==> src/tnisc_pkg.sv <==
package tnisc_pkg;
    // control register one: one byte at the plain port
    localparam logic [3:0] TNISC_OFF_CTRL1 = 4'h0;
    localparam logic [3:0] TNISC_OFF_STAGE = 4'h1;
    localparam logic [3:0] TNISC_OFF_OWN = 4'h2;
    localparam logic [3:0] TNISC_OFF_SUCC = 4'h3;
    localparam logic [3:0] TNISC_OFF_STAT = 4'h4;
    localparam int TNISC_BIT_UPDATE = 0;
    localparam int TNISC_BIT_DRIVE = 4;
    localparam int TNISC_BIT_INIT = 5;
    localparam int TNISC_BIT_PIGGY = 6;
    localparam int TNISC_BIT_DIAG = 7;
    localparam logic [7:0] TNISC_CTRL1_RST = 8'h00;
    localparam logic [7:0] TNISC_CTRL1_MASK = 8'hf1;
    localparam logic [7:0] TNISC_ADDR_MIN = 8'h01;
    localparam logic [7:0] TNISC_ADDR_MAX = 8'hfe;
    localparam logic [7:0] TNISC_OWN_RST = 8'h01;
    localparam int TNISC_RESP_WINDOW_NS = 2000;
    localparam int TNISC_CLK_PERIOD_NS = 10;
    localparam int TNISC_RESP_CYCLES = (TNISC_RESP_WINDOW_NS + TNISC_CLK_PERIOD_NS - 1) / TNISC_CLK_PERIOD_NS;

    typedef enum logic [1:0] {TNISC_IDLE, TNISC_PASS, TNISC_WAIT} tnisc_state_t;

    typedef struct packed {
        logic [3:0] addr;
        logic [7:0] wdata;
        logic wr;
        logic rd;
    } tnisc_bus_t;

    typedef struct packed {
        logic lastByLimit;
        logic lastByStatus;
        logic lastByChainEnd;
    } tnisc_txend_t;
endpackage : tnisc_pkg

==> src/tnisc_core.sv <==
// The implementer's own choices: the register addresses and strobed register access.
`timescale 1ns/1ns
// How it works
// - drive 0: address pins driven only during low ack
// - drive 1: address pins always driven
// - init clear: timer expiry does nothing
// - init set: timer expiry starts scan
// - scan passes token to each higher address
// - scan ends on activity or own address
// - scan starts at current successor address
// - network entry: successor becomes own plus one
// - host stages successor and sets update flag
// - scan frame received: successor becomes own plus one
// - successful scan records responder as successor
// - increments wrap within 1 to 254
// - piggyback set: token rides last data frame
// - piggyback only for limit or status-block last
// - no piggyback at end of chain
// - update copies staging, then self-clears
module tnisc_core
    import tnisc_pkg::*;
#(
    parameter int RESP_CYCLES = TNISC_RESP_CYCLES
)
(
    input wire logic clk, // system clock
    input wire logic nrst, // async reset, active low
    input wire tnisc_bus_t bus, // register port request
    output logic [7:0] rdata, // read data, cycle after strobe
    input wire logic [15:0] dmaAddr, // address from the dma engine
    input wire logic dmaAckInN, // dma acknowledge pin, active low
    output logic [15:0] addrOut, // address pin outputs
    output logic addrOe, // address pin output enable
    input wire logic deadNetTimer, // dead network timer expiry pulse
    input wire logic netEnter, // pulse on entering network state
    input wire logic netActivity, // pulse when another node responds
    input wire logic [7:0] responder, // address of responding node
    input wire logic scanFrameRx, // pulse: scan frame received
    input wire tnisc_txend_t txEnd, // last-frame cause at end of transmission
    input wire logic txEndValid, // pulse: transmission of last frame decided
    output logic tokenPass, // one-cycle token pass request
    output logic [7:0] tokenDest, // destination of the token pass
    output logic piggyback, // one-cycle: token rides last data frame
    output logic scanActive // scan mode in progress
);
    // the response counter is 16 bits wide and must count at least once
    if (RESP_CYCLES < 1 || RESP_CYCLES > 65535)
    begin : g_resp_check
        $error("RESP_CYCLES out of range");
    end

    function automatic logic [7:0] nextAddr(input logic [7:0] a);
        nextAddr = (a >= TNISC_ADDR_MAX || a < TNISC_ADDR_MIN) ? TNISC_ADDR_MIN : a + 8'h01;
    endfunction : nextAddr

    ////////////////////////////////////////////////////////////////////////////////
    // synchroniser for the acknowledge pin
    logic [2:0] ackSync_r, ackSync_nxt;
    logic ackLow_r, ackLow_nxt;
    always_comb
    begin
        ackSync_nxt = {ackSync_r[1:0], dmaAckInN};
        ackLow_nxt = ackLow_r;
        if (ackSync_r[1] == ackSync_r[2])
            ackLow_nxt = ~ackSync_r[2];
    end
    always_ff @(posedge clk or negedge nrst)
    begin
        if (!nrst)
        begin
            ackSync_r <= 3'h7;
            ackLow_r <= 1'b0;
        end
        else
        begin
            ackSync_r <= ackSync_nxt;
            ackLow_r <= ackLow_nxt;
        end
    end

    ////////////////////////////////////////////////////////////////////////////////
    // registers and scan engine
    logic [7:0] ctrl1_r, ctrl1_nxt;
    logic [7:0] stage_r, stage_nxt;
    logic [7:0] own_r, own_nxt;
    logic [7:0] succ_r, succ_nxt;
    logic [7:0] scanAddr_r, scanAddr_nxt;
    logic [7:0] rdata_r, rdata_nxt;
    logic [15:0] waitCnt_r, waitCnt_nxt;
    tnisc_state_t state_r, state_nxt;
    logic tokenPass_r, tokenPass_nxt;
    logic piggy_r, piggy_nxt;
    logic [15:0] addrOut_r, addrOut_nxt;
    logic addrOe_r, addrOe_nxt;
    logic scanActive_r, scanActive_nxt;
    logic wrCtrl;

    assign wrCtrl = bus.wr && bus.addr == TNISC_OFF_CTRL1;

    always_comb
    begin
        ctrl1_nxt = ctrl1_r;
        stage_nxt = stage_r;
        own_nxt = own_r;
        succ_nxt = succ_r;
        scanAddr_nxt = scanAddr_r;
        waitCnt_nxt = waitCnt_r;
        state_nxt = state_r;
        tokenPass_nxt = 1'b0;
        piggy_nxt = 1'b0;
        rdata_nxt = 8'h00;
        if (wrCtrl)
            ctrl1_nxt = bus.wdata & TNISC_CTRL1_MASK;
        if (bus.wr && bus.addr == TNISC_OFF_STAGE)
            stage_nxt = bus.wdata;
        if (bus.wr && bus.addr == TNISC_OFF_OWN)
            own_nxt = bus.wdata;
        // update flag: copy staging, then clear; a fresh host set wins
        if (ctrl1_r[TNISC_BIT_UPDATE])
        begin
            succ_nxt = stage_r;
            if (!wrCtrl)
                ctrl1_nxt[TNISC_BIT_UPDATE] = 1'b0;
        end
        if (netEnter || scanFrameRx)
            succ_nxt = nextAddr(own_r);
        unique case (state_r)
            TNISC_IDLE:
            begin
                if (deadNetTimer && ctrl1_r[TNISC_BIT_INIT])
                begin
                    scanAddr_nxt = succ_r;
                    state_nxt = TNISC_PASS;
                end
            end
            TNISC_PASS:
            begin
                if (scanAddr_r == own_r)
                    state_nxt = TNISC_IDLE;
                else
                begin
                    tokenPass_nxt = 1'b1;
                    waitCnt_nxt = 16'(RESP_CYCLES);
                    state_nxt = TNISC_WAIT;
                end
            end
            TNISC_WAIT:
            begin
                if (netActivity)
                begin
                    succ_nxt = responder;
                    state_nxt = TNISC_IDLE;
                end
                else if (waitCnt_r == 16'h0001)
                begin
                    scanAddr_nxt = nextAddr(scanAddr_r);
                    state_nxt = TNISC_PASS;
                end
                else
                    waitCnt_nxt = waitCnt_r - 16'h0001;
            end
        endcase
        if (txEndValid && ctrl1_r[TNISC_BIT_PIGGY] && !txEnd.lastByChainEnd)
            piggy_nxt = txEnd.lastByLimit || txEnd.lastByStatus;
        if (bus.rd)
        begin
            unique case (bus.addr)
                TNISC_OFF_CTRL1: rdata_nxt = ctrl1_r;
                TNISC_OFF_STAGE: rdata_nxt = stage_r;
                TNISC_OFF_OWN: rdata_nxt = own_r;
                TNISC_OFF_SUCC: rdata_nxt = succ_r;
                TNISC_OFF_STAT: rdata_nxt = {7'h00, state_r != TNISC_IDLE};
                default: rdata_nxt = 8'h00;
            endcase
        end
        addrOut_nxt = dmaAddr;
        // with drive off the pins float except under acknowledge
        addrOe_nxt = ctrl1_r[TNISC_BIT_DRIVE] || ackLow_r;
        scanActive_nxt = state_nxt != TNISC_IDLE;
    end

    always_ff @(posedge clk or negedge nrst)
    begin
        if (!nrst)
        begin
            ctrl1_r <= TNISC_CTRL1_RST;
            stage_r <= TNISC_ADDR_MIN;
            own_r <= TNISC_OWN_RST;
            succ_r <= TNISC_ADDR_MIN;
            scanAddr_r <= TNISC_ADDR_MIN;
            waitCnt_r <= 16'h0000;
            state_r <= TNISC_IDLE;
            tokenPass_r <= 1'b0;
            piggy_r <= 1'b0;
            rdata_r <= 8'h00;
            addrOut_r <= 16'h0000;
            addrOe_r <= 1'b0;
            scanActive_r <= 1'b0;
        end
        else
        begin
            ctrl1_r <= ctrl1_nxt;
            stage_r <= stage_nxt;
            own_r <= own_nxt;
            succ_r <= succ_nxt;
            scanAddr_r <= scanAddr_nxt;
            waitCnt_r <= waitCnt_nxt;
            state_r <= state_nxt;
            tokenPass_r <= tokenPass_nxt;
            piggy_r <= piggy_nxt;
            rdata_r <= rdata_nxt;
            addrOut_r <= addrOut_nxt;
            addrOe_r <= addrOe_nxt;
            scanActive_r <= scanActive_nxt;
        end
    end

    assign rdata = rdata_r;
    assign addrOut = addrOut_r;
    assign addrOe = addrOe_r;
    assign tokenPass = tokenPass_r;
    assign tokenDest = scanAddr_r;
    assign piggyback = piggy_r;
    assign scanActive = scanActive_r;

    ////////////////////////////////////////////////////////////////////////////////
    // checks
    property p_drive_on;
        @(posedge clk) disable iff (!nrst) $past(ctrl1_r[TNISC_BIT_DRIVE]) |-> addrOe;
    endproperty
    a_drive_on: assert property (p_drive_on) else $error("drive on but pins floating");

    property p_drive_off;
        @(posedge clk) disable iff (!nrst) !$past(ctrl1_r[TNISC_BIT_DRIVE]) && !$past(ackLow_r) |-> !addrOe;
    endproperty
    a_drive_off: assert property (p_drive_off) else $error("pins driven without ack");

    property p_no_init;
        @(posedge clk) disable iff (!nrst)
            state_r == TNISC_IDLE && deadNetTimer && !ctrl1_r[TNISC_BIT_INIT] |=> state_r == TNISC_IDLE;
    endproperty
    a_no_init: assert property (p_no_init) else $error("scan started with init clear");

    property p_scan_start;
        @(posedge clk) disable iff (!nrst)
            state_r == TNISC_IDLE && deadNetTimer && ctrl1_r[TNISC_BIT_INIT] |=> scanActive && scanAddr_r == $past(succ_r);
    endproperty
    a_scan_start: assert property (p_scan_start) else $error("scan not started at successor");

    property p_step;
        @(posedge clk) disable iff (!nrst)
            state_r == TNISC_WAIT && waitCnt_r == 16'h0001 && !netActivity |=> scanAddr_r == nextAddr($past(scanAddr_r));
    endproperty
    a_step: assert property (p_step) else $error("scan did not step upward");

    property p_range;
        @(posedge clk) disable iff (!nrst) tokenPass |-> tokenDest != 8'h00 && tokenDest != 8'hff;
    endproperty
    a_range: assert property (p_range) else $error("token pass to invalid address");

    property p_activity;
        @(posedge clk) disable iff (!nrst)
            state_r == TNISC_WAIT && netActivity |=> !scanActive && succ_r == $past(responder);
    endproperty
    a_activity: assert property (p_activity) else $error("scan did not end on response");

    property p_update;
        @(posedge clk) disable iff (!nrst)
            ctrl1_r[TNISC_BIT_UPDATE] && !wrCtrl && !netEnter && !scanFrameRx && state_r != TNISC_WAIT
            |=> succ_r == $past(stage_r) && !ctrl1_r[TNISC_BIT_UPDATE];
    endproperty
    a_update: assert property (p_update) else $error("successor update not applied");

    property p_chain_end;
        @(posedge clk) disable iff (!nrst) txEndValid && txEnd.lastByChainEnd |=> !piggyback;
    endproperty
    a_chain_end: assert property (p_chain_end) else $error("piggyback at chain end");

    property p_own_end;
        @(posedge clk) disable iff (!nrst) state_r == TNISC_PASS && scanAddr_r == own_r |=> !scanActive && !tokenPass;
    endproperty
    a_own_end: assert property (p_own_end) else $error("scan did not stop at own address");

    property p_net_enter;
        @(posedge clk) disable iff (!nrst)
            (netEnter || scanFrameRx) && !(state_r == TNISC_WAIT && netActivity) |=> succ_r == nextAddr($past(own_r));
    endproperty
    a_net_enter: assert property (p_net_enter) else $error("successor not reset to own plus one");

    property p_piggy;
        @(posedge clk) disable iff (!nrst)
            txEndValid && ctrl1_r[TNISC_BIT_PIGGY] && !txEnd.lastByChainEnd
            && (txEnd.lastByLimit || txEnd.lastByStatus) |=> piggyback;
    endproperty
    a_piggy: assert property (p_piggy) else $error("piggyback request not honoured");

    property p_window;
        @(posedge clk) disable iff (!nrst)
            state_r == TNISC_WAIT && !netActivity && waitCnt_r != 16'h0001
            |=> state_r == TNISC_WAIT && waitCnt_r == $past(waitCnt_r) - 16'h0001;
    endproperty
    a_window: assert property (p_window) else $error("response window cut short");

    property p_token_once;
        @(posedge clk) disable iff (!nrst) tokenPass |-> state_r == TNISC_WAIT && waitCnt_r == 16'(RESP_CYCLES);
    endproperty
    a_token_once: assert property (p_token_once) else $error("token pass without full window");
endmodule : tnisc_core

==> config.mk <==
export PLATFORM = sky130hd
export DESIGN_NAME = tnisc_core
export DESIGN_NICKNAME = d
export VERILOG_FILES = /design/src/tnisc_pkg.sv /design/src/tnisc_core.sv
export SDC_FILE = /design/constraint.sdc
export NUM_CORES = 1
export LEC_CHECK = 0
export ABC_AREA = 1
export BUFFER_PORTS_ARGS = -buffer_cell sky130_fd_sc_hd__buf_2
export CAP_MARGIN = 5
export CELL_PAD_IN_SITES_DETAIL_PLACEMENT = 0
export CELL_PAD_IN_SITES_GLOBAL_PLACEMENT = 1
export CORE_UTILIZATION = 44
export CTS_CLUSTER_SIZE = 40
export DETAILED_ROUTE_END_ITERATION = 16
export PLACE_DENSITY_LB_ADDON = 0.12
export SETUP_SLACK_MARGIN = 0.05
export SYNTH_ARGS = -nofsm -noshare
export SYNTH_HDL_FRONTEND = slang
export SYNTH_SLANG_ARGS = --single-unit
==> constraint.sdc <==
create_clock -name clk -period 2.94 [get_ports clk]
set_input_delay 0.588 -clock clk [delete_from_list [all_inputs] [get_ports clk]]
set_output_delay 0.588 -clock clk [all_outputs]
set_load 0.01 [all_outputs]
# Word-level counts from Yosys, hierarchy flattened

Cells that the tools add are included.

Add/subtract/negate cells: 3
$lt $le $gt $ge: 4
Equal/unequal tests: 14
Multiplexer cells: 27
Bitwise logic cells: 1
Reduce and logical (&&, ||, !) cells: 20

Operators with widths:

| kind                    | number |
|---|---|
| $mux W8                 | 10 |
| $mux W16                | 3 |
| $pmux W8 S5             | 1 |
| $pmux W16 S2            | 1 |
| $add A8 B1 Y8 const B   | 2 |
| $eq A16 B1 Y1 const B   | 1 |
| $ge A8 B8 Y1 const B    | 2 |
| $lt A8 B1 Y1 const B    | 2 |
| $pmux W8 S2             | 1 |
| $sub A16 B1 Y16 const B | 1 |
| $ne A2 B2 Y1 const B    | 5 |
| $eq A4 B2 Y1 const B    | 2 |
| $eq A8 B8 Y1            | 1 |
| $mux W2                 | 4 |
| $reduce_and A4 Y1       | 2 |
| $reduce_bool A2 Y1      | 4 |
| $logic_and A1 B1 Y1     | 6 |
| $mux W1                 | 6 |
| $pmux W2 S3             | 1 |
| $logic_or A1 B1 Y1      | 5 |
| $eq A4 B1 Y1 const B    | 1 |
| $eq A4 B3 Y1 const B    | 1 |
| $logic_not A4 Y1        | 1 |
| $eq A2 B1 Y1 const B    | 1 |
| other kinds (5)         | 5 |

Register bits: 87
Input port bits: 49
Output and inout bits: 36
Word-level logic and storage cells: 85

# Logic depth before layout (Yosys ltp)

Gate-level depths: netlist (run 1).

Depth in word-level cells: 6
Depth in mapped cells: 12

# Worst setup path before layout (run 1)

No wires, ideal clock.

Path type: reg-to-reg
From: register state_r[0]
To: register waitCnt_r[13]
Setup time: 118 ps
Data arrival time: 1513 ps
Data required time: 2822 ps
Setup slack: 1309 ps
Stages on the path, launching flop included: 13
Cell sequence: dfrtp_1 > inv_1 > ha_1 > buf_4 > inv_2 > or2_1 > clkinv_1 > nand2_1 > nand2_2 > nand2_4 > buf_12 > nand2_1 > o21ai_2

Cells in the longest elaborated chain, start to end: 3
Elaborated cells between the ends (all ways): 8
Those cells by class: 5 x eq/ne; 1 x mux; 2 x reduce/logical

Ends and longest elaborated chain:

| item                                                                | RTL line          | source |
|---|---|---|
| from (decl)                                                         | tnisc_core.sv:90  | `tnisc_state_t state_r, state_nxt;` |
| from (signal assigned)                                              | tnisc_core.sv:208 | `state_r <= state_nxt;` |
| $eq A2 B2 Y1 / $eq A2 B1 Y1 (equally long branches)                 | tnisc_core.sv:127 | `unique case (state_r)` |
| $ne A2 B2 Y1 (no line) / $reduce_bool A2 Y1 (equally long branches) | -                 |  |
| $reduce_and A4 Y1 (no line)                                         | -                 |  |
| to (signal assigned)                                                | tnisc_core.sv:207 | `waitCnt_r <= waitCnt_nxt;` |
| to (decl)                                                           | tnisc_core.sv:89  | `logic [15:0] waitCnt_r, waitCnt_nxt;` |

Several ways; a longest one is shown, not always the timed one.
A chain may end at the register's enable or synchronous reset.

# Worst setup path after layout (run 1)

From: register state_r[0]
To: register waitCnt_r[0]

The elaborated chain is that of the path after synthesis.

==> out/metrics.cfg, run 1 <==
[power]
power_mw = 4.268
power_frac_comb = 0.390
power.switching_mw = 1.832
swShare = 0.4293
leakage_nw = 2.768
p_clk_frac = 0.188
ir_drop_v = 0.0003804
p_per_area_nw_per_um2 = 800.5
p_int_mw = 2.436
power_frac_seq = 0.422

[critical_path]
required_ns = 3.18
crit_fanout = 30
worst_ep_arrival_time_ns = 2.34
worst-setup-path-type = reg2reg
endpoint_kind = register
startpoint_type = register

[route]
totalWireLength_mm = 11.56
wl_per_cell_um = 14.22
dr.pass1.iters = 4
routed-via-count = 4019
drc = 0
via_per_inst = 4.943
antenna_left = 0
drt_iter0_markers = 184

[timing]
rsz0062_at_grt = no
fin_setup_tns_ns = 0
clock.fmax_mhz = 474.4
hold_viol = 0
period_share = 0.7170
post-route-min-period_ns = 2.108
final-setup-viol-count = 0
skew_ns = 0.009138
worst_pin_slew_ns = 0.6994
maxSlewHeadroom = 0.5320
slew_viol_final = 0

[floorplan]
num_rows = 37
die_y_um = 104.7
core-area_sq_um = 10280
fp.dieW_um = 104.7
ioPinCount = 85
start_util = 0.4518
dieArea_sq_um = 10970

[finish]
fin_nets = 732
finalInstanceArea_sq_um = 5331
drive_above_1_share = 0.2127
nFillCells = 1081
syn2layout_area_growth_pct = 14.82
antenna_cells = 0

[yosys]
ys_ff_latch = 87
syn-num-nets = 652
yosysSeqAreaShare = 0.4708
avgSynthCellArea_sq_um = 7.843
syn_inst = 592
ys_warn_count = 0
ys_types = 39
synth_area_sq_um = 4643

[worst_hold_path]
min_path_type = in2async

[cts]
cts_tree = built
ctsResizeCount = 0
postCtsHoldBufs = 0
cts.path.max_buffers = 2
cts.sinks = 87
clock_latency_ns = 0.35
cts_root_buf = clkbuf_8
postCtsSetupRepairBufs = 0
htreeDepth = 3
clkSlewWorstSetupHoldPaths_ns = 0.09
cts_made_buffers = 9

[global_route]
grt_usage = 0.2260
antenna_found_initial = 0
grt_pass1_wl_mm = 19.40
grt_max_degree = 46
grt_pass1_vias = 3953
grt.overflow.total = 0

[placed_design]
placed_area_sq_um = 5140
portBuffers = 84
dp_hpwl_mm = 8.870
gp_congestion = 0.8936

[status]
status = finished, final reports clean

[run]
drv_cap = 0

## registers in the layout (all words and copies together) (netlist names)
name,flops
ackLow_r,1
state_r,2
tokenDest,8
addrOe,1
succ_r,8
rdata,8
tokenPass,1
ctrl1_r,5
ackSync_r,3
own_r,8
piggyback,1
addrOut,16
waitCnt_r,16
stage_r,8
scanActive,1
## critical path, cell delays in order, from the launching register on
cell and delay (ns):
dfrtp_1 0.39, inv_1 0.11, ha_1 0.17, buf_4 0.22, inv_2 0.14, or2_1 0.26
clkinv_1 0.06, nand2_1 0.06, nand2_2 0.09, nand2_4 0.24, nand2_1 0.17, o21ai_2 0.07
## placed cells by master (no fill, tap or decap), types with 3 or more instances in the layout
cell / instances
nand2_1: 190
buf_2: 83
dfrtp_1: 80
nor2_1: 63
inv_1: 59
o21ai_0: 39
nand3_1: 36
a21oi_1: 17
o21ai_2: 14
ha_1: 11
clkbuf_8: 11
xor2_1: 8
xnor2_1: 8
dfstp_2: 7
nor3_1: 5
nand2_2: 5
or2_2: 4
o211ai_1: 3
nor2_2: 3
clkinvlp_4: 3
## logic make-up (layout without fill, tap and decap cells)
logic type | after synthesis | in the layout | share of synthesized area
compound gates | 82 | 82 | 0.1067
xor+xnor | 16 | 16 | 0.03018
fa+ha+maj | 11 | 11 | 0.02964
buf+inv | 79 | 164 | 0.07680
flops | 87 | 87 | 0.4708
simple gates | 317 | 317 | 0.2859
## Yosys cell counts, drive strengths merged
library cell  number  area share
a21o               2      0.0035
a41oi              2      0.0038
o211ai             3      0.0049
dfstp              7       0.040
nand3b             2      0.0040
o21bai             1      0.0016
or2                6      0.0081
nand4              2      0.0027
o22ai              2      0.0027
o221ai             1      0.0019
nor2              68       0.060
nand3             38       0.043
a211oi             1      0.0016
xor2               8       0.015
inv               61       0.049
a21oi             17       0.018
nor3               5      0.0054
clkbuf             8      0.0073
nand2            196        0.16
o21ai             53       0.068
xnor2              8       0.015
buf                9       0.019
ha                11       0.030
dfrtp             80        0.43
clkinv             1     0.00081
## path summary, 6_finish.rpt
check	from	to	slack, ns	depth (start not counted)
hold reg to reg	ackSync_r[0]	ackSync_r[1]	0.36	0
max in group asynchronous	nrst	ackSync_r[0]	2.02	2
setup / recovery	state_r[0]	waitCnt_r[0]	0.83	11
min in group clk	dmaAckInN	ackSync_r[0]	0.32	1
setup reg to reg	state_r[0]	waitCnt_r[0]	0.83	11
hold / removal	nrst	tokenDest[2]	0.23	1
## routing by layer
layer / global-route usage / routed length [um] / part of all wire
met1: 0.2960 / 5289 / 0.46
met2: 0.3860 / 5695 / 0.49
met3: 0.03930 / 499 / 0.043
met4: 0.06036 / 74 / 0.0064
met5: 0 / 0 / 0
## power groups by stage
stage / logic, mW / clock network (mW) / registers (mW)
floorplan: 1.36 / 0 / 1.70
global placement: 1.66 / 0 / 1.81
detailed placement: 1.68 / 0 / 1.82
CTS: 1.69 / 0.829 / 1.80
global route: 1.91 / 0.874 / 1.84
finish: 1.66 / 0.802 / 1.80
## layout make-up
cell class / instances / area [sq um] / share of cell area
flip-flops and latches: 87 / 2186 / 0.4100
inverters: 62 / 232.7 / 0.04365
clock inverters: 5 / 40.04 / 0.007510
well taps: 136 / 170.2 / 0.03192
repair buffers: 86 / 450.4 / 0.08449
clock buffers: 11 / 151.4 / 0.02840
multi-input cells: 426 / 2101 / 0.3940
## stage by stage
| step | util | instances | setup WS (ns) | hold WS, ns |
|---|---|---|---|---|
| 3_3_place_gp | 0.5001 | 797 | 0.9228 | 0.3481 |
| 2_1_floorplan | - | 592 | 1.309 | 0.2924 |
| 6_report | 0.5187 | 813 | 0.8319 | 0.2299 |
| 3_5_place_dp | 0.5001 | 797 | 0.8347 | 0.3517 |
| 4_1_cts | 0.5187 | 813 | 0.8077 | 0.2371 |
| 5_1_grt | 0.5187 | 813 | 0.6208 | 0.2551 |
(Power assumes the default switching activity.)
==> run 2, diff against run 1 <==
--- a/config.mk
+++ b/config.mk
@@ -5,12 +5,12 @@
 export SDC_FILE = /design/constraint.sdc
 export NUM_CORES = 1
 export LEC_CHECK = 0
-export ABC_AREA = 1
+export ABC_AREA = 0
 export BUFFER_PORTS_ARGS = -buffer_cell sky130_fd_sc_hd__buf_2
 export CAP_MARGIN = 5
 export CELL_PAD_IN_SITES_DETAIL_PLACEMENT = 0
 export CELL_PAD_IN_SITES_GLOBAL_PLACEMENT = 1
-export CORE_UTILIZATION = 44
+export CORE_UTILIZATION = 39
 export CTS_CLUSTER_SIZE = 40
 export DETAILED_ROUTE_END_ITERATION = 16
 export PLACE_DENSITY_LB_ADDON = 0.12
==> constraint.sdc (replaced) <==
create_clock -name clk -period 1.8 [get_ports clk]
set_input_delay 0.36 -clock clk [delete_from_list [all_inputs] [get_ports clk]]
set_output_delay 0.36 -clock clk [all_outputs]
set_load 0.01 [all_outputs]
==> run 2 against run 1 <==
The flow now finishes with violations (negative setup slack). Critical endpoint is now waitCnt_r[9]. Non-clock buffer count rose by 116. Register-to-register slack worse by 1.1 ns. Area after synthesis is 4.6% lower. First-iteration DRC count is 35% higher. Synthesized cell count fell by 31%. Core utilization up 9.8 points. Sequential power rose by 51%. Setup slack got worse by 1.1 ns.
==> out/metrics.cfg, run 2 <==
[status]
status = finished, violations left  ; was finished, final reports clean
violations = negative setup slack

[critical_path]
crit_fanout = 6  ; was 30
ff2ff_setup_slack_ns = -0.29  ; was 0.83 ns
timing.rr.start = waitCnt_r[1]  ; was state_r[0]
worst_ep_arrival_time_ns = 2.32  ; was 2.34 ns
endpoint_kind = register  ; unchanged
endpoint = waitCnt_r[9]  ; was waitCnt_r[0]
required_ns = 2.03  ; was 3.18 ns
reg2regPathDepth = 9  ; was 11
worst-setup-path-type = reg2reg  ; unchanged
r2r-end = waitCnt_r[9]  ; was waitCnt_r[0]
crit_start = waitCnt_r[1]  ; was state_r[0]
startpoint_type = register  ; unchanged

[global_route]
grt_pass1_vias = 3872  ; was 3953
grt_usage = 0.2342  ; was 0.2260
grt.overflow.total = 0  ; unchanged
grt_pass1_wl_mm = 20.48  ; was 19.40 mm
grt_max_degree = 39  ; was 46
antenna_found_initial = 0  ; unchanged

[route]
dr.pass1.iters = 5  ; was 4
routed-via-count = 3975  ; was 4019
via_per_inst = 5.300  ; was 4.943
antenna_left = 0  ; unchanged
drt_iter0_markers = 249  ; was 184
totalWireLength_mm = 13.11  ; was 11.56 mm
wl_per_cell_um = 17.47  ; was 14.22 um
drc = 0  ; unchanged

[timing]
hold_viol = 0  ; unchanged
rsz0062_at_grt = yes  ; was no
worst_hold_slack_ns = 0.1150  ; was 0.2299 ns
slew_viol_final = 0  ; unchanged
worst_pin_slew_ns = 0.5290  ; was 0.6994 ns
period_share = 1.162  ; was 0.7170
clock.fmax_mhz = 478.1  ; was 474.4 MHz
post-route-min-period_ns = 2.092  ; was 2.108 ns
maxSlewHeadroom = 0.6473  ; was 0.5320
fin_ws_ns = -0.2918  ; was 0.8319 ns
final-setup-viol-count = 35  ; was 0
skew_ns = 0.01198  ; was 0.009138 ns
fin_setup_tns_ns = -7.227  ; was 0 ns

[floorplan]
start_util = 0.4051  ; was 0.4518
fp.dieW_um = 108.6  ; was 104.7 um
die_y_um = 108.6  ; was 104.7 um
core-area_sq_um = 10940  ; was 10280 sq um
dieArea_sq_um = 11790  ; was 10970 sq um
num_rows = 38  ; was 37
ioPinCount = 85  ; unchanged

[yosys]
synthTopCellsByArea = dfrtp_1 (45%), mux2_2 (7.6%), dfstp_2 (4.2%)  ; was dfrtp_1 (43%), nand2_1 (15%), nor2_1 (5.1%)
ys.flop_type = dfrtp_1  ; unchanged
ys_warn_count = 0  ; unchanged
synth_common_cells = dfrtp_1 (80), mux2_2 (30), nand2_1 (28), nor2_1 (28), a21oi_1 (24)  ; was nand2_1 (190), dfrtp_1 (80), nor2_1 (63)
avgSynthCellArea_sq_um = 10.81  ; was 7.843 sq um
yosysTopAreaCell = dfrtp_1  ; unchanged
syn_inst = 410  ; was 592
syn-num-nets = 470  ; was 652
synth_edf_count = 0  ; unchanged
ys_types = 64  ; was 39
synth_top_cell_area_share = 0.4518  ; was 0.4312
async_flop_share = 1.000  ; unchanged
yosysSeqAreaShare = 0.4934  ; was 0.4708
ys_ff_latch = 87  ; unchanged
synth_area_sq_um = 4430  ; was 4643 sq um
synth.most_common_cell = dfrtp_1  ; was nand2_1

[placed_design]
gp_congestion = 0.8582  ; was 0.8936
portBuffers = 84  ; unchanged
dp_hpwl_mm = 9.227  ; was 8.870 mm
placed_area_sq_um = 5729  ; was 5140 sq um
dp.cells = 710  ; was 797

[power]
leakage_nw = 3.072  ; was 2.768 nW
p_per_area_nw_per_um2 = 1375  ; was 800.5 nW/um^2
p_clk_frac = 0.226  ; was 0.188
p_int_mw = 5.845  ; was 2.436 mW
power.switching_mw = 3.421  ; was 1.832 mW
ir_drop_v = 0.0006785  ; was 0.0003804 V
power_frac_comb = 0.481  ; was 0.390
swShare = 0.3692  ; was 0.4293
power_frac_seq = 0.293  ; was 0.422

[finish]
final_cell_mix = buf_4 (98), buf_2 (83), dfrtp_1 (80), mux2_2 (29), nand2_1 (26)  ; was nand2_1 (190), buf_2 (83), dfrtp_1 (80), nor2_1 (63), inv_1 (59)
antenna_cells = 0  ; unchanged
finalInstanceArea_sq_um = 6740  ; was 5331 sq um
syn2layout_area_growth_pct = 52.13  ; was 14.82%
final_util = 0.6164  ; was 0.5187
fin_nets = 665  ; was 732
drive_above_1_share = 0.5705  ; was 0.2127
layout_commonest_cell = buf_4  ; was nand2_1
instances_no_fill = 750  ; was 813

[cts]
cts_tree = built  ; unchanged
clkSlewWorstSetupHoldPaths_ns = 0.07  ; was 0.09 ns
cts.sinks = 87  ; unchanged
cts.path.max_buffers = 2  ; unchanged
cts_made_buffers = 9  ; unchanged
clock_latency_ns = 0.35  ; about the same
cts_root_buf = clkbuf_16  ; was clkbuf_8
htreeDepth = 3  ; unchanged

[run]
drv_cap = 0  ; unchanged

[worst_hold_path]
min_path_type = in2reg  ; was in2async

==> run 2: power groups by stage <==
stage	clock network, mW	registers, mW	logic [mW]
after floorplan	0	2.73	1.94
after global placement	0	2.72	3.45
after detailed placement	0	2.72	3.50
after CTS	2.14	2.71	4.09
after global routing	2.22	2.75	4.82
final	2.09	2.71	4.46
==> run 2: worst min path at each step <==
stage	startpoint	to	slack [ns]	depth (start not counted)
after floorplan	nrst	ackLow_r	0.06	0
after global placement	ackSync_r[0]	ackSync_r[1]	0.35	0
after detailed placement	ackSync_r[0]	ackSync_r[1]	0.35	0
after CTS	dmaAckInN	ackSync_r[0]	0.1	1
after global routing	dmaAckInN	ackSync_r[0]	0.1	1
final	dmaAckInN	ackSync_r[0]	0.11	1
==> run 2: layer usage <==
metal	vias to the layer above	track usage	routed length, um
met1	1930	0.3251	6206
li1	1902	-	-
met3	19	0.04943	667
met2	124	0.3603	6029
met4	0	0.08301	202
met5	-	0	0
==> run 2: timing repair <==
item                                    4_1_cts  5_1_grt
setup buffers                                16        7
hold buffers                                  1        0
pin swaps                                    39       23
cloned                                        2        1
gates resized for setup                      70       38
hold endpoints to repair                      1        0
endpoints found under the setup margin       35       36
==> run 2: cell type report <==
cell class / count / area [sq um]
fill: 918 / 4195
tap: 140 / 175.2
timing repair buffer: 202 / 1404
clock buffer: 12 / 256.5
multi-input combinational: 287 / 2569
sequential: 87 / 2186
inverter: 18 / 72.57
clock inverter: 4 / 77.57
==> run 2: worst max-delay path, cell delays in order (launching register included) <==
cell and delay (ns):
dfrtp_1 0.39, inv_2 0.08, ha_4 0.11, or4b_4 0.46, or2_4 0.28, nor3_4 0.13, buf_6 0.15, buf_6 0.14
or2_4 0.15, o31ai_1 0.06
==> run 2: kinds of logic (layout without fill, tap and decap cells) <==
kind of cell    after synthesis  count (layout)  share of synthesized area
fa+ha+maj                    11              11                    0.03106
mux                          40              40                     0.1104
simple gates                135             135                     0.1709
flops                        87              87                     0.4934
xor+xnor                     14              14                    0.02768
buf+inv                      38             236                    0.03897
compound gates               85              87                     0.1276
==> run 2: through the flow <==
stage          setup slack (ns)  power (mW)
2_1_floorplan           -0.2294       4.674
3_3_place_gp            -0.2919       6.169
3_5_place_dp            -0.3422       6.228
4_1_cts                 -0.3285       8.948
5_1_grt                 -0.3626       9.795
6_report                -0.2918       9.266
==> run 3, diff against run 2 <==
--- a/config.mk
+++ b/config.mk
@@ -10,11 +10,14 @@
 export CAP_MARGIN = 5
 export CELL_PAD_IN_SITES_DETAIL_PLACEMENT = 0
 export CELL_PAD_IN_SITES_GLOBAL_PLACEMENT = 1
+export CORE_ASPECT_RATIO = 2
 export CORE_UTILIZATION = 39
 export CTS_CLUSTER_SIZE = 40
 export DETAILED_ROUTE_END_ITERATION = 16
 export PLACE_DENSITY_LB_ADDON = 0.12
+export RECOVER_POWER = 100
 export SETUP_SLACK_MARGIN = 0.05
+export SKIP_LAST_GASP = 1
 export SYNTH_ARGS = -nofsm -noshare
 export SYNTH_HDL_FRONTEND = slang
 export SYNTH_SLANG_ARGS = --single-unit
==> run 3 against run 2 <==
Cell count is 1.3% lower. Core utilization decreased by 4.9 points. Critical path type unchanged. The flow still finishes with violations (negative setup slack). First-iteration DRC count decreased by 67%. Hold slack got worse by 0.0014 ns. Count of clock-buffer cells in the layout is 3 lower.
==> out/metrics.cfg, run 3 (same netlist as run 2, synthesis figures left out) <==
[critical_path]
critPathBufInv = 2  ; was 3
crit_fanout = 10  ; was 6
worst_ep_arrival_time_ns = 2.34  ; was 2.32 ns
crit_slowest_cell = or4b_4  ; unchanged
r2r-end = waitCnt_r[11]  ; was waitCnt_r[9]
crit_path_cell_trace = inv_2 -> ha_1 -> or4b_4 -> or2_4 -> nor3_4 -> buf_12 -> nor4_2 -> mux2_1  ; was inv_2 -> ha_4 -> or4b_4 -> or2_4 -> nor3_4 -> buf_6 -> buf_6 -> or2_4 -> o31ai_1
ff2ff_setup_slack_ns = -0.31  ; was -0.29 ns
max_stage_delay_ns = 0.49  ; was 0.46 ns
reg2regPathDepth = 8  ; was 9
required_ns = 2.02  ; was 2.03 ns
timing.rr.start = waitCnt_r[1]  ; unchanged
endpoint_kind = register  ; unchanged
crit_family = simple AND/OR/NAND/NOR gates  ; unchanged
startpoint_type = register  ; unchanged
worst-setup-path-type = reg2reg  ; unchanged

[timing]
fin_setup_tns_ns = -7.443  ; was -7.227 ns
maxSlewHeadroom = 0.4419  ; was 0.6473
worst_pin_slew_ns = 0.8372  ; was 0.5290 ns
post-route-min-period_ns = 2.112  ; was 2.092 ns
fin_ws_ns = -0.3123  ; was -0.2918 ns
clock.fmax_mhz = 473.4  ; was 478.1 MHz
hold_viol = 0  ; unchanged
final-setup-viol-count = 35  ; unchanged
slew_viol_final = 0  ; unchanged
rsz0062_at_grt = yes  ; unchanged
worst_hold_slack_ns = 0.1136  ; was 0.1150 ns
skew_ns = 0.006872  ; was 0.01198 ns
period_share = 1.174  ; was 1.162

[finish]
syn2layout_area_growth_pct = 41.15  ; was 52.13%
antenna_cells = 0  ; unchanged
fin_nets = 655  ; was 665
final_cell_mix = buf_4 (91), dfrtp_1 (80), buf_2 (53), clkbuf_1 (43), mux2_2 (28)  ; was buf_4 (98), buf_2 (83), dfrtp_1 (80), mux2_2 (29), nand2_1 (26)
drive_above_1_share = 0.4250  ; was 0.5705
layout_commonest_cell = buf_4  ; unchanged

[floorplan]
core-area_sq_um = 11010  ; was 10940 sq um
die_y_um = 152.7  ; was 108.6 um
fp.dieW_um = 77.37  ; was 108.6 um
dieArea_sq_um = 11820  ; was 11790 sq um
start_util = 0.4023  ; was 0.4051
num_rows = 54  ; was 38
ioPinCount = 85  ; unchanged

[cts]
clock_latency_ns = 0.34  ; was 0.35 ns
cts_tree = built  ; unchanged
cts.path.max_buffers = 2  ; unchanged
htreeDepth = 3  ; unchanged
clkSlewWorstSetupHoldPaths_ns = 0.07  ; about the same
cts_made_buffers = 9  ; unchanged
cts.sinks = 87  ; unchanged
cts_root_buf = clkbuf_16  ; unchanged

[power]
ir_drop_v = 0.0008211  ; was 0.0006785 V
p_int_mw = 5.447  ; was 5.845 mW
leakage_nw = 2.805  ; was 3.072 nW
p_clk_frac = 0.236  ; was 0.226
power_frac_comb = 0.448  ; was 0.481
power_frac_seq = 0.316  ; was 0.293
p_per_area_nw_per_um2 = 1399  ; was 1375 nW/um^2
power.switching_mw = 3.301  ; was 3.421 mW
swShare = 0.3774  ; was 0.3692

[route]
met2_length_mm = 8.321  ; was 6.029 mm
wl_met1_mm = 4.417  ; was 6.206 mm
drt_iter0_markers = 81  ; was 249
antenna_left = 0  ; unchanged
drc = 0  ; unchanged
dr.pass1.iters = 4  ; was 5
wl_met3_um = 420  ; was 667 um
via_per_inst = 5.482  ; was 5.300
totalWireLength_mm = 14.13  ; was 13.11 mm
highest_layer = met4  ; unchanged
routed-via-count = 4057  ; was 3975
wl_per_cell_um = 19.10  ; was 17.47 um

[placed_design]
gp_congestion = 0.8666  ; was 0.8582
dp_hpwl_mm = 10.92  ; was 9.227 mm
portBuffers = 84  ; unchanged

[global_route]
grt_pass1_vias = 4402  ; was 3872
antenna_found_initial = 0  ; unchanged
grt_max_degree = 33  ; was 39
grt_usage = 0.2535  ; was 0.2342
grt.overflow.total = 0  ; unchanged
grt_pass1_wl_mm = 22.37  ; was 20.48 mm

[worst_hold_path]
hold_path_end = ackSync_r[0]  ; unchanged
min_path_type = in2reg  ; unchanged
holdPathStages = 1  ; unchanged
worstHoldStart = dmaAckInN  ; unchanged

[status]
status = finished, violations left  ; unchanged
violations = negative setup slack  ; unchanged

[run]
drv_cap = 0  ; unchanged

==> run 3: changes by cell type in the layout (fill, tap and decap cells not counted), sizes merged <==
cell    delta
inv        +3
a32o       -1
buf       -55
clkbuf    +43
==> run 3: worst reg2reg max path, stage by stage (launching register included) <==
cell     delay (ns)
dfrtp_1        0.39
inv_2          0.06
ha_1           0.12
or4b_4         0.49
or2_4          0.29
nor3_4         0.15
buf_12         0.15
nor4_2         0.04
mux2_1         0.30
==> run 3: worst max-delay path by stage <==
stage	start	endpoint	slack [ns]	cells after the start
2_1_floorplan	waitCnt_r[2]	waitCnt_r[9]	-0.23	5
3_3_place_gp	waitCnt_r[4]	waitCnt_r[9]	-0.28	5
3_5_place_dp	state_r[1]	waitCnt_r[12]	-0.31	8
4_1_cts	waitCnt_r[10]	tokenDest[1]	-0.32	6
5_1_grt	waitCnt_r[10]	waitCnt_r[15]	-0.40	5
6_report	waitCnt_r[1]	waitCnt_r[11]	-0.31	8
==> run 3: final cells by class <==
type                    instances  area [sq um]
inverters                      18         72.57
flip-flops and latches         87          2186
repair buffers                193          1169
clock buffers                   9         225.2
multi-input cells             286          2323
fillers                      1023          4760
well taps                     140         175.2
clock inverters                 7         102.6
==> run 3: layer usage <==
layer	vias up	GRT usage
met5	-	0
met4	0	0.1905
met3	48	0.03653
met2	130	0.4930
met1	1997	0.2236
li1	1882	-
==> run 3: metrics by stage <==
stage          power (mW)  instances  instance area [sq um]  utilization  worst slack, ns
6_report            8.748        740                   6254       0.5678          -0.3123
5_1_grt             9.211        740                   6254       0.5678          -0.3964
3_3_place_gp        6.340        712                   5757       0.5227          -0.2842
2_1_floorplan       4.674        410                   4529            -          -0.2294
3_5_place_dp        6.386        712                   5757       0.5227          -0.3149
4_1_cts             8.862        738                   6310       0.5729          -0.3171
==> run 3: repair_timing <==
| item | 4_1_cts | 5_1_grt |
|---|---|---|
| gates resized for setup | 31 | 8 |
| endpoints found under the setup margin | 35 | 35 |
| buffers inserted | 8 | 2 |
| endpoints found under the hold margin | 22 | 0 |
| pin swaps | 11 | 5 |
| hold buffers | 1 | 0 |
| gates cloned | 1 | 0 |
==> run 3: power groups by stage <==
stage,combinational (mW),clock (mW),sequential [mW]
finish,3.92,2.07,2.77
global route,4.23,2.19,2.79
CTS,3.97,2.13,2.76
detailed placement,3.60,0,2.78
global placement,3.56,0,2.78
floorplan,1.94,0,2.73
